$ cat config.mk
export PLATFORM = sky130hd
export DESIGN_NAME = clock_prescale_sleep_ctrl
export DESIGN_NICKNAME = d
export VERILOG_FILES = /design/src/rtl/clock_prescale_sleep_ctrl.v
export VERILOG_INCLUDE_DIRS = /design/src /design/src/rtl
export SDC_FILE = /design/constraint.sdc
export NUM_CORES = 1
export LEC_CHECK = 0
export CORE_MARGIN = 3
export CORE_UTILIZATION = 50
export DETAILED_ROUTE_END_ITERATION = 10
export DONT_BUFFER_PORTS = 1
export PLACE_DENSITY = 0.67
export SLEW_MARGIN = 20
export SYNTH_ARGS = -nofsm -noshare
export SYNTH_HDL_FRONTEND = slang
export SYNTH_SLANG_ARGS = --single-unit
export TNS_END_PERCENT = 50
$ cat constraint.sdc
create_clock -name aclk -period 2.4 [get_ports aclk]
set_input_delay 0.48 -clock aclk [delete_from_list [all_inputs] [get_ports aclk]]
set_output_delay 0.48 -clock aclk [all_outputs]
set_load 0.02 [all_outputs]
$ cat src/rtl/clock_prescale_sleep_defs.vh
`ifndef CLOCK_PRESCALE_SLEEP_DEFS_VH
`define CLOCK_PRESCALE_SLEEP_DEFS_VH

// register byte offsets
`define PRESCALE_REG_ADDR     4'h0
`define SLEEP_CTRL_REG_ADDR   4'h4
`define STATUS_REG_ADDR       4'h8

// prescale register fields
`define PRESCALE_CE_BIT       7
`define PRESCALE_SEL_MSB      3
`define PRESCALE_SEL_RST_OFF  4'h0
`define PRESCALE_SEL_RST_DIV8 4'h3
`define PRESCALE_SEL_MAX      4'h8
`define PRESCALE_CE_CYC       2'h3

// sleep control register fields
`define SLEEP_EN_BIT          0
`define SLEEP_MODE_LSB        1
`define SLEEP_MODE_MSB        3
`define SLEEP_CTRL_RST        3'h0

// sleep mode codes
`define MODE_IDLE             3'h0
`define MODE_NOISE_RED        3'h1
`define MODE_POWER_DOWN       3'h2
`define MODE_POWER_SAVE       3'h3
`define MODE_STANDBY          3'h6

// wake timing, in master clock cycles
`define WAKE_HALT_CYC         4'h4
`define STANDBY_START_CYC     4'h6
`define OSC_START_CYC         4'h6

// axi responses
`define RESP_OKAY             2'h0
`define RESP_SLVERR           2'h2

`endif

$ cat src/rtl/clock_prescale_sleep_ctrl.v
`timescale 1ns/10ps
`include "clock_prescale_sleep_defs.vh"

module clock_prescale_sleep_ctrl (
  // clock and reset
  input  wire        aclk,
  input  wire        aresetn,
  // axi4-lite write address
  input  wire [3:0]  s_axi_awaddr,
  input  wire        s_axi_awvalid,
  output reg         s_axi_awready,
  // axi4-lite write data
  input  wire [31:0] s_axi_wdata,
  input  wire [3:0]  s_axi_wstrb,
  input  wire        s_axi_wvalid,
  output reg         s_axi_wready,
  // axi4-lite write response
  output reg  [1:0]  s_axi_bresp,
  output reg         s_axi_bvalid,
  input  wire        s_axi_bready,
  // axi4-lite read address
  input  wire [3:0]  s_axi_araddr,
  input  wire        s_axi_arvalid,
  output reg         s_axi_arready,
  // axi4-lite read data
  output reg  [31:0] s_axi_rdata,
  output reg  [1:0]  s_axi_rresp,
  output reg         s_axi_rvalid,
  input  wire        s_axi_rready,
  // fuse pin
  input  wire        divide_by_eight_fuse,
  // cpu side
  input  wire        sleep_instr,
  input  wire        wake_irq,
  // clock and power outputs
  output reg         sys_clk_en,
  output reg         cpu_hold,
  output reg         asleep,
  output reg  [2:0]  active_sleep_mode,
  output reg         resume_pulse
);

  localparam [1:0] ST_RUN   = 2'd0;
  localparam [1:0] ST_SLEEP = 2'd1;
  localparam [1:0] ST_WAKE  = 2'd2;

  // a mode code that names no sleep mode never puts the device to sleep
  function mode_valid;
    input [2:0] m;
    begin
      mode_valid = (m == `MODE_IDLE) || (m == `MODE_NOISE_RED) || (m == `MODE_POWER_DOWN) ||
                   (m == `MODE_POWER_SAVE) || (m == `MODE_STANDBY);
    end
  endfunction

  // divider limit for a select value; reserved codes run as divide by 256
  function [7:0] div_limit;
    input [3:0] s;
    begin
      if (s >= `PRESCALE_SEL_MAX)
        div_limit = 8'hff;
      else
        div_limit = (8'h01 << s[2:0]) - 8'h01;
    end
  endfunction

  // fuse synchroniser; not reset so it settles while reset is held
  reg        fuse_meta_reg;
  reg        fuse_sync_reg;
  always @(posedge aclk)
  begin
    fuse_meta_reg <= divide_by_eight_fuse;
    fuse_sync_reg <= fuse_meta_reg;
  end

  reg [3:0]  prescale_select_reg;
  reg        prescale_change_enable_reg;
  reg [1:0]  ce_count_reg;
  reg [3:0]  div_sel_reg;
  reg        div_pending_reg;
  reg [7:0]  div_count_reg;
  reg        sleep_enable_reg;
  reg [2:0]  sleep_mode_select_reg;
  reg [1:0]  state_reg;
  reg [3:0]  wake_count_reg;
  reg [3:0]  aw_addr_reg;
  reg [31:0] w_data_reg;
  reg        w_strb0_reg;

  wire aw_held  = ~s_axi_awready;
  wire w_held   = ~s_axi_wready;
  wire wr_fire  = aw_held & w_held & ~s_axi_bvalid;
  wire wr_lane0 = wr_fire & w_strb0_reg;
  wire wr_pre   = wr_lane0 & (aw_addr_reg == `PRESCALE_REG_ADDR);
  wire wr_slp   = wr_lane0 & (aw_addr_reg == `SLEEP_CTRL_REG_ADDR);
  wire wr_ok    = (aw_addr_reg <= `STATUS_REG_ADDR);  // word aligned, so only the mapped words
  wire ce_write  = wr_pre & w_data_reg[`PRESCALE_CE_BIT] &
                   (w_data_reg[6:0] == 7'h00);
  wire sel_write = wr_pre & ~ce_write;
  wire div_tick  = (div_count_reg == div_limit(div_sel_reg));

  // axi write channel: address and data taken in either order
  always @(posedge aclk)
  begin
    if (!aresetn)
    begin
      s_axi_awready <= 1'b1;
      s_axi_wready  <= 1'b1;
      s_axi_bvalid  <= 1'b0;
      s_axi_bresp   <= `RESP_OKAY;
      aw_addr_reg   <= 4'h0;
      w_data_reg    <= 32'h0000_0000;
      w_strb0_reg   <= 1'b0;
    end
    else
    begin
      if (s_axi_awvalid && s_axi_awready)
      begin
        s_axi_awready <= 1'b0;
        aw_addr_reg   <= {s_axi_awaddr[3:2], 2'b00};
      end
      if (s_axi_wvalid && s_axi_wready)
      begin
        s_axi_wready <= 1'b0;
        w_data_reg   <= s_axi_wdata;
        w_strb0_reg  <= s_axi_wstrb[0];
      end
      if (wr_fire)
      begin
        s_axi_bvalid <= 1'b1;
        s_axi_bresp  <= wr_ok ? `RESP_OKAY : `RESP_SLVERR;
      end
      if (s_axi_bvalid && s_axi_bready)
      begin
        s_axi_bvalid  <= 1'b0;
        s_axi_awready <= 1'b1;
        s_axi_wready  <= 1'b1;
      end
    end
  end

  // axi read channel: data one cycle after the address is taken
  always @(posedge aclk)
  begin
    if (!aresetn)
    begin
      s_axi_arready <= 1'b1;
      s_axi_rvalid  <= 1'b0;
      s_axi_rdata   <= 32'h0000_0000;
      s_axi_rresp   <= `RESP_OKAY;
    end
    else if (s_axi_arvalid && s_axi_arready)
    begin
      s_axi_arready <= 1'b0;
      s_axi_rvalid  <= 1'b1;
      s_axi_rresp   <= `RESP_OKAY;
      case ({s_axi_araddr[3:2], 2'b00})
        `PRESCALE_REG_ADDR:
          s_axi_rdata <= {24'h00_0000, prescale_change_enable_reg,
                          3'b000, prescale_select_reg};
        `SLEEP_CTRL_REG_ADDR:
          s_axi_rdata <= {28'h000_0000, sleep_mode_select_reg,
                          sleep_enable_reg};
        `STATUS_REG_ADDR:
          s_axi_rdata <= {24'h00_0000, div_sel_reg, 1'b0,
                          div_pending_reg, state_reg};
        default:
        begin
          s_axi_rdata <= 32'h0000_0000;
          s_axi_rresp <= `RESP_SLVERR;
        end
      endcase
    end
    else if (s_axi_rvalid && s_axi_rready)
    begin
      s_axi_rvalid  <= 1'b0;
      s_axi_arready <= 1'b1;
    end
  end

  // prescale register with timed change-enable
  always @(posedge aclk)
  begin
    if (!aresetn)
    begin
      prescale_select_reg <= fuse_sync_reg ? `PRESCALE_SEL_RST_DIV8
                                           : `PRESCALE_SEL_RST_OFF;
      prescale_change_enable_reg <= 1'b0;
      ce_count_reg <= 2'h0;
    end
    else if (sel_write)
    begin
      if (prescale_change_enable_reg)
        prescale_select_reg <= w_data_reg[`PRESCALE_SEL_MSB:0];
      prescale_change_enable_reg <= 1'b0;
    end
    else if (ce_write && !prescale_change_enable_reg)
    begin
      prescale_change_enable_reg <= 1'b1;
      ce_count_reg <= `PRESCALE_CE_CYC;
    end
    else if (prescale_change_enable_reg)
    begin
      // a repeated set lands here and only lets the window run on
      if (ce_count_reg == 2'h0)
        prescale_change_enable_reg <= 1'b0;
      else
        ce_count_reg <= ce_count_reg - 2'h1;
    end
  end

  // new setting adopted only at a tick of the old one, so no period is ever short
  always @(posedge aclk)
  begin
    if (!aresetn)
    begin
      div_sel_reg     <= fuse_sync_reg ? `PRESCALE_SEL_RST_DIV8
                                       : `PRESCALE_SEL_RST_OFF;
      div_pending_reg <= 1'b0;
      div_count_reg   <= 8'h00;
      sys_clk_en      <= 1'b0;
    end
    else
    begin
      sys_clk_en <= div_tick;
      if (div_tick)
      begin
        div_count_reg   <= 8'h00;
        div_sel_reg     <= prescale_select_reg;
        div_pending_reg <= 1'b0;
      end
      else
      begin
        div_count_reg   <= div_count_reg + 8'h01;
        div_pending_reg <= (prescale_select_reg != div_sel_reg);
      end
    end
  end

  // sleep control register
  always @(posedge aclk)
  begin
    if (!aresetn)
    begin
      sleep_enable_reg      <= 1'b0;
      sleep_mode_select_reg <= `SLEEP_CTRL_RST;
    end
    else if (wr_slp)
    begin
      sleep_enable_reg      <= w_data_reg[`SLEEP_EN_BIT];
      sleep_mode_select_reg <= w_data_reg[`SLEEP_MODE_MSB:`SLEEP_MODE_LSB];
    end
  end

  // sleep sequencer; it only halts the cpu, never touching its state
  always @(posedge aclk)
  begin
    if (!aresetn)
    begin
      state_reg         <= ST_RUN;
      wake_count_reg    <= 4'h0;
      cpu_hold          <= 1'b0;
      asleep            <= 1'b0;
      active_sleep_mode <= `MODE_IDLE;
      resume_pulse      <= 1'b0;
    end
    else
    begin
      resume_pulse <= 1'b0;
      case (state_reg)
        ST_RUN:
        begin
          if (sleep_instr && sleep_enable_reg &&
              mode_valid(sleep_mode_select_reg))
          begin
            state_reg         <= ST_SLEEP;
            cpu_hold          <= 1'b1;
            asleep            <= 1'b1;
            active_sleep_mode <= sleep_mode_select_reg;
          end
        end
        ST_SLEEP:
        begin
          if (wake_irq)
          begin
            state_reg <= ST_WAKE;
            asleep    <= 1'b0;
            case (active_sleep_mode)
              `MODE_STANDBY:
                wake_count_reg <= `STANDBY_START_CYC + `WAKE_HALT_CYC;
              `MODE_POWER_DOWN, `MODE_POWER_SAVE:
                wake_count_reg <= `OSC_START_CYC + `WAKE_HALT_CYC;
              default:
                wake_count_reg <= `WAKE_HALT_CYC;
            endcase
          end
        end
        ST_WAKE:
        begin
          if (wake_count_reg == 4'h1)
          begin
            state_reg    <= ST_RUN;
            cpu_hold     <= 1'b0;
            resume_pulse <= 1'b1;
          end
          wake_count_reg <= wake_count_reg - 4'h1;
        end
        default:
        begin
          state_reg <= ST_RUN;
          cpu_hold  <= 1'b0;
          asleep    <= 1'b0;
        end
      endcase
    end
  end

endmodule // clock_prescale_sleep_ctrl

==> flow_summary.yaml <==
global_routing:
  overflow: 0
  grt_max_degree: 66
  grt_pass1_wl_mm: 10.1
  antenna_found_initial: 0
  grt.total_usage_pct: 16.9
  grt_pass1_vias: 2139
pwr:
  cellPowerDensity_nw_per_um2: 693
  ir_drop_uv: 375
  p_leak_nw: 1.36
  fin_total_pwr_w: 0.00241
critical_path:
  cp_max_fo: 9
  r2r_end: "div_sel_reg[0]$_DFFE_PP_"
  required_ps: 2450
  regToRegSetupSlack_ps: 140
  reg2reg_depth: 8
  critPathCaptureType: "flip-flop"
  rr_startpoint: "div_sel_reg[1]$_DFFE_PP_"
  cp.arrival_ps: 2300
  startpoint: "div_sel_reg[1]$_DFFE_PP_"
  critPathKind: "reg -> reg"
  cp-start-kind: "flip-flop"
logic_synthesis:
  yosysUniqueCellTypes: 53
  synth_top_area_share_pct: 34.7
  synth_ff_type: "dfxtp_1"
  async_reset_ff_share_pct: 0
  yosysWarnings: 0
  synth_edf_count: 8
  yosys.area.top_type: "dfxtp_1"
  ys_ff_latch: 65
  yosysSeqAreaShare_pct: 42.0
  synth_common_cells: "57 x dfxtp_1, 40 x nand2_1, 26 x buf_4, 20 x a21boi_0, 19 x nand3_1"
  synth_top_cells_by_area: "dfxtp_1 35%, edfxtp_1 7.3%, buf_4 5.9%"
  syn_area_per_cell_um2: 9.08
  syn_area_um2: 3290
  syn_inst: 362
  yosysMostFrequentCell: "dfxtp_1"
timing:
  rsz0062_at_grt: "no"
  setup_viol: 0
  worst_clock_skew_ps: 8.27
  finalMaxSlewViolations: 0
  period_share_pct: 94.0
  fin_setup_tns_ps: 0
  hold_viol_final: 0
  layout_min_cycle_time_ps: 2260
  fmax_ghz: 0.443
  holdWs_ps: 168
worst_hold_path:
  min_path_type: "in -> reg"
  worstHoldStart: "divide_by_eight_fuse"
  hold_path_depth: 0
  holdPathEnd: "fuse_meta_reg$_DFF_P_"
clock_network:
  clk_pin_slew_ps: 70
  cts_num_sinks: 65
  hold_buffers: 0
  post_cts_buffers: 0
  cts_buffers: 9
  clock-root-buffer: "clkbuf_8"
  htreeDepth: 3
  cts_tree: "yes"
  insertion_delay_ps: 340
  cts.path.max_buffers: 2
cells_and_area:
  final_util_pct: 56.8
  final_area_um2: 3480
  fin_nets: 419
  final_layout_size_suffix_gt1_share_pct: 10.7
  num_antenna_cells: 0
  synthToLayoutAreaGrowth_pct: 5.98
flow_run:
  max-cap-violations: 0
floorplan:
  dieWidth_um: 87.1
  start_util_pct: 53.6
  core_area_um2: 6130
  die-area_um2: 7580
  die_h_um: 87.1
  ios: 102
  rows: 28
route:
  via_count: 2316
  drtAntennaViolNets: 0
  drtIter0Drc: 119
  drc: 0
  drt_pass1_iterations: 4
  avgViaCountPerCell: 5.26
  wl_mm: 5.88
  wl_per_cell_um: 13.4
place:
  portBuffers: 0
  hpwlAfterDp_mm: 4.12
  routabilityCongestion: 0.773
  place_area_um2: 3240
outcome:
  status: "complete, no violations"
-- timing repair --
item,CTS,global route
endpoints found under the hold margin,0,0
endpoints found under the setup margin,0,7
gates resized for setup,0,2
-- cell type report --
| type | count | area [µm²] |
|---|---|---|
| Multi-Input combinational cell | 265 | 1680 |
| Tap cell | 75 | 93.8 |
| Timing Repair Buffer | 8 | 60.1 |
| Inverter | 11 | 41.3 |
| Clock buffer | 14 | 216 |
| Sequential cell | 65 | 1380 |
| Clock inverter | 2 | 12.5 |
| Fill cell | 536 | 2650 |
-- cell usage in the layout, fill, tap and decap left out, types with 10 or more instances in the layout --
cell / instances
inv_1: 11
dfxtp_1: 57
clkbuf_8: 10
nand3_1: 19
a21oi_1: 16
nor2b_1: 18
o21ai_0: 10
nor2_1: 13
a21boi_0: 20
nand2_1: 40
mux2i_1: 13
conb_1: 26
-- where the power goes --
group          total (W)  leakage, nW  internal, W  switching [W]
logic           0.000211        0.700    0.0000858       0.000125
clock network    0.00101        0.114     0.000591       0.000415
registers        0.00120        0.546      0.00114      0.0000544
-- cells by family after synthesis --
kind of cell             synth area share, %
AO/OA/AOI/OAI                           13.9
other                                  0.114
flip-flops                              42.0
adder cells (fa/ha/maj)                 1.90
AND/OR/NAND/NOR                         23.3
multiplexers                            4.30
buffers and inverters                   10.4
XOR/XNOR                                4.00
-- stage by stage --
stage / worst slack, ps / std cells
after CTS: 139 / 440
after global routing: 18.9 / 440
final: 144 / 440
after detailed placement: 154 / 424
after global placement: 156 / 424
after floorplan: 29.0 / 387
-- worst max path at each step --
| stage | endpoint | slack (ps) | depth (start not counted) |
|---|---|---|---|
| global placement | div_sel_reg[1]$_DFFE_PP_ | 160 | 7 |
| finish | div_sel_reg[0]$_DFFE_PP_ | 140 | 8 |
| detailed placement | div_sel_reg[0]$_DFFE_PP_ | 150 | 8 |
| floorplan | div_sel_reg[0]$_DFFE_PP_ | 30 | 8 |
| global route | div_sel_reg[0]$_DFFE_PP_ | 20 | 8 |
| CTS | div_sel_reg[0]$_DFFE_PP_ | 140 | 7 |
-- critical path, cell delays in order, from the launching register on --
cell and delay (ps):
edfxtp_1 370, buf_4 170, nor2_1 60, nand2_1 70, ha_2 230, and4bb_1 220
or4_4 480, a21oi_2 200, a21bo_4 170
-- per-layer routing --
layer	global-route usage [%]	wire, µm
met4	7.22	90
met5	0	0
met1	21.0	2620
met3	5.01	327
met2	27.2	2850
(Power assumes the default switching activity.)
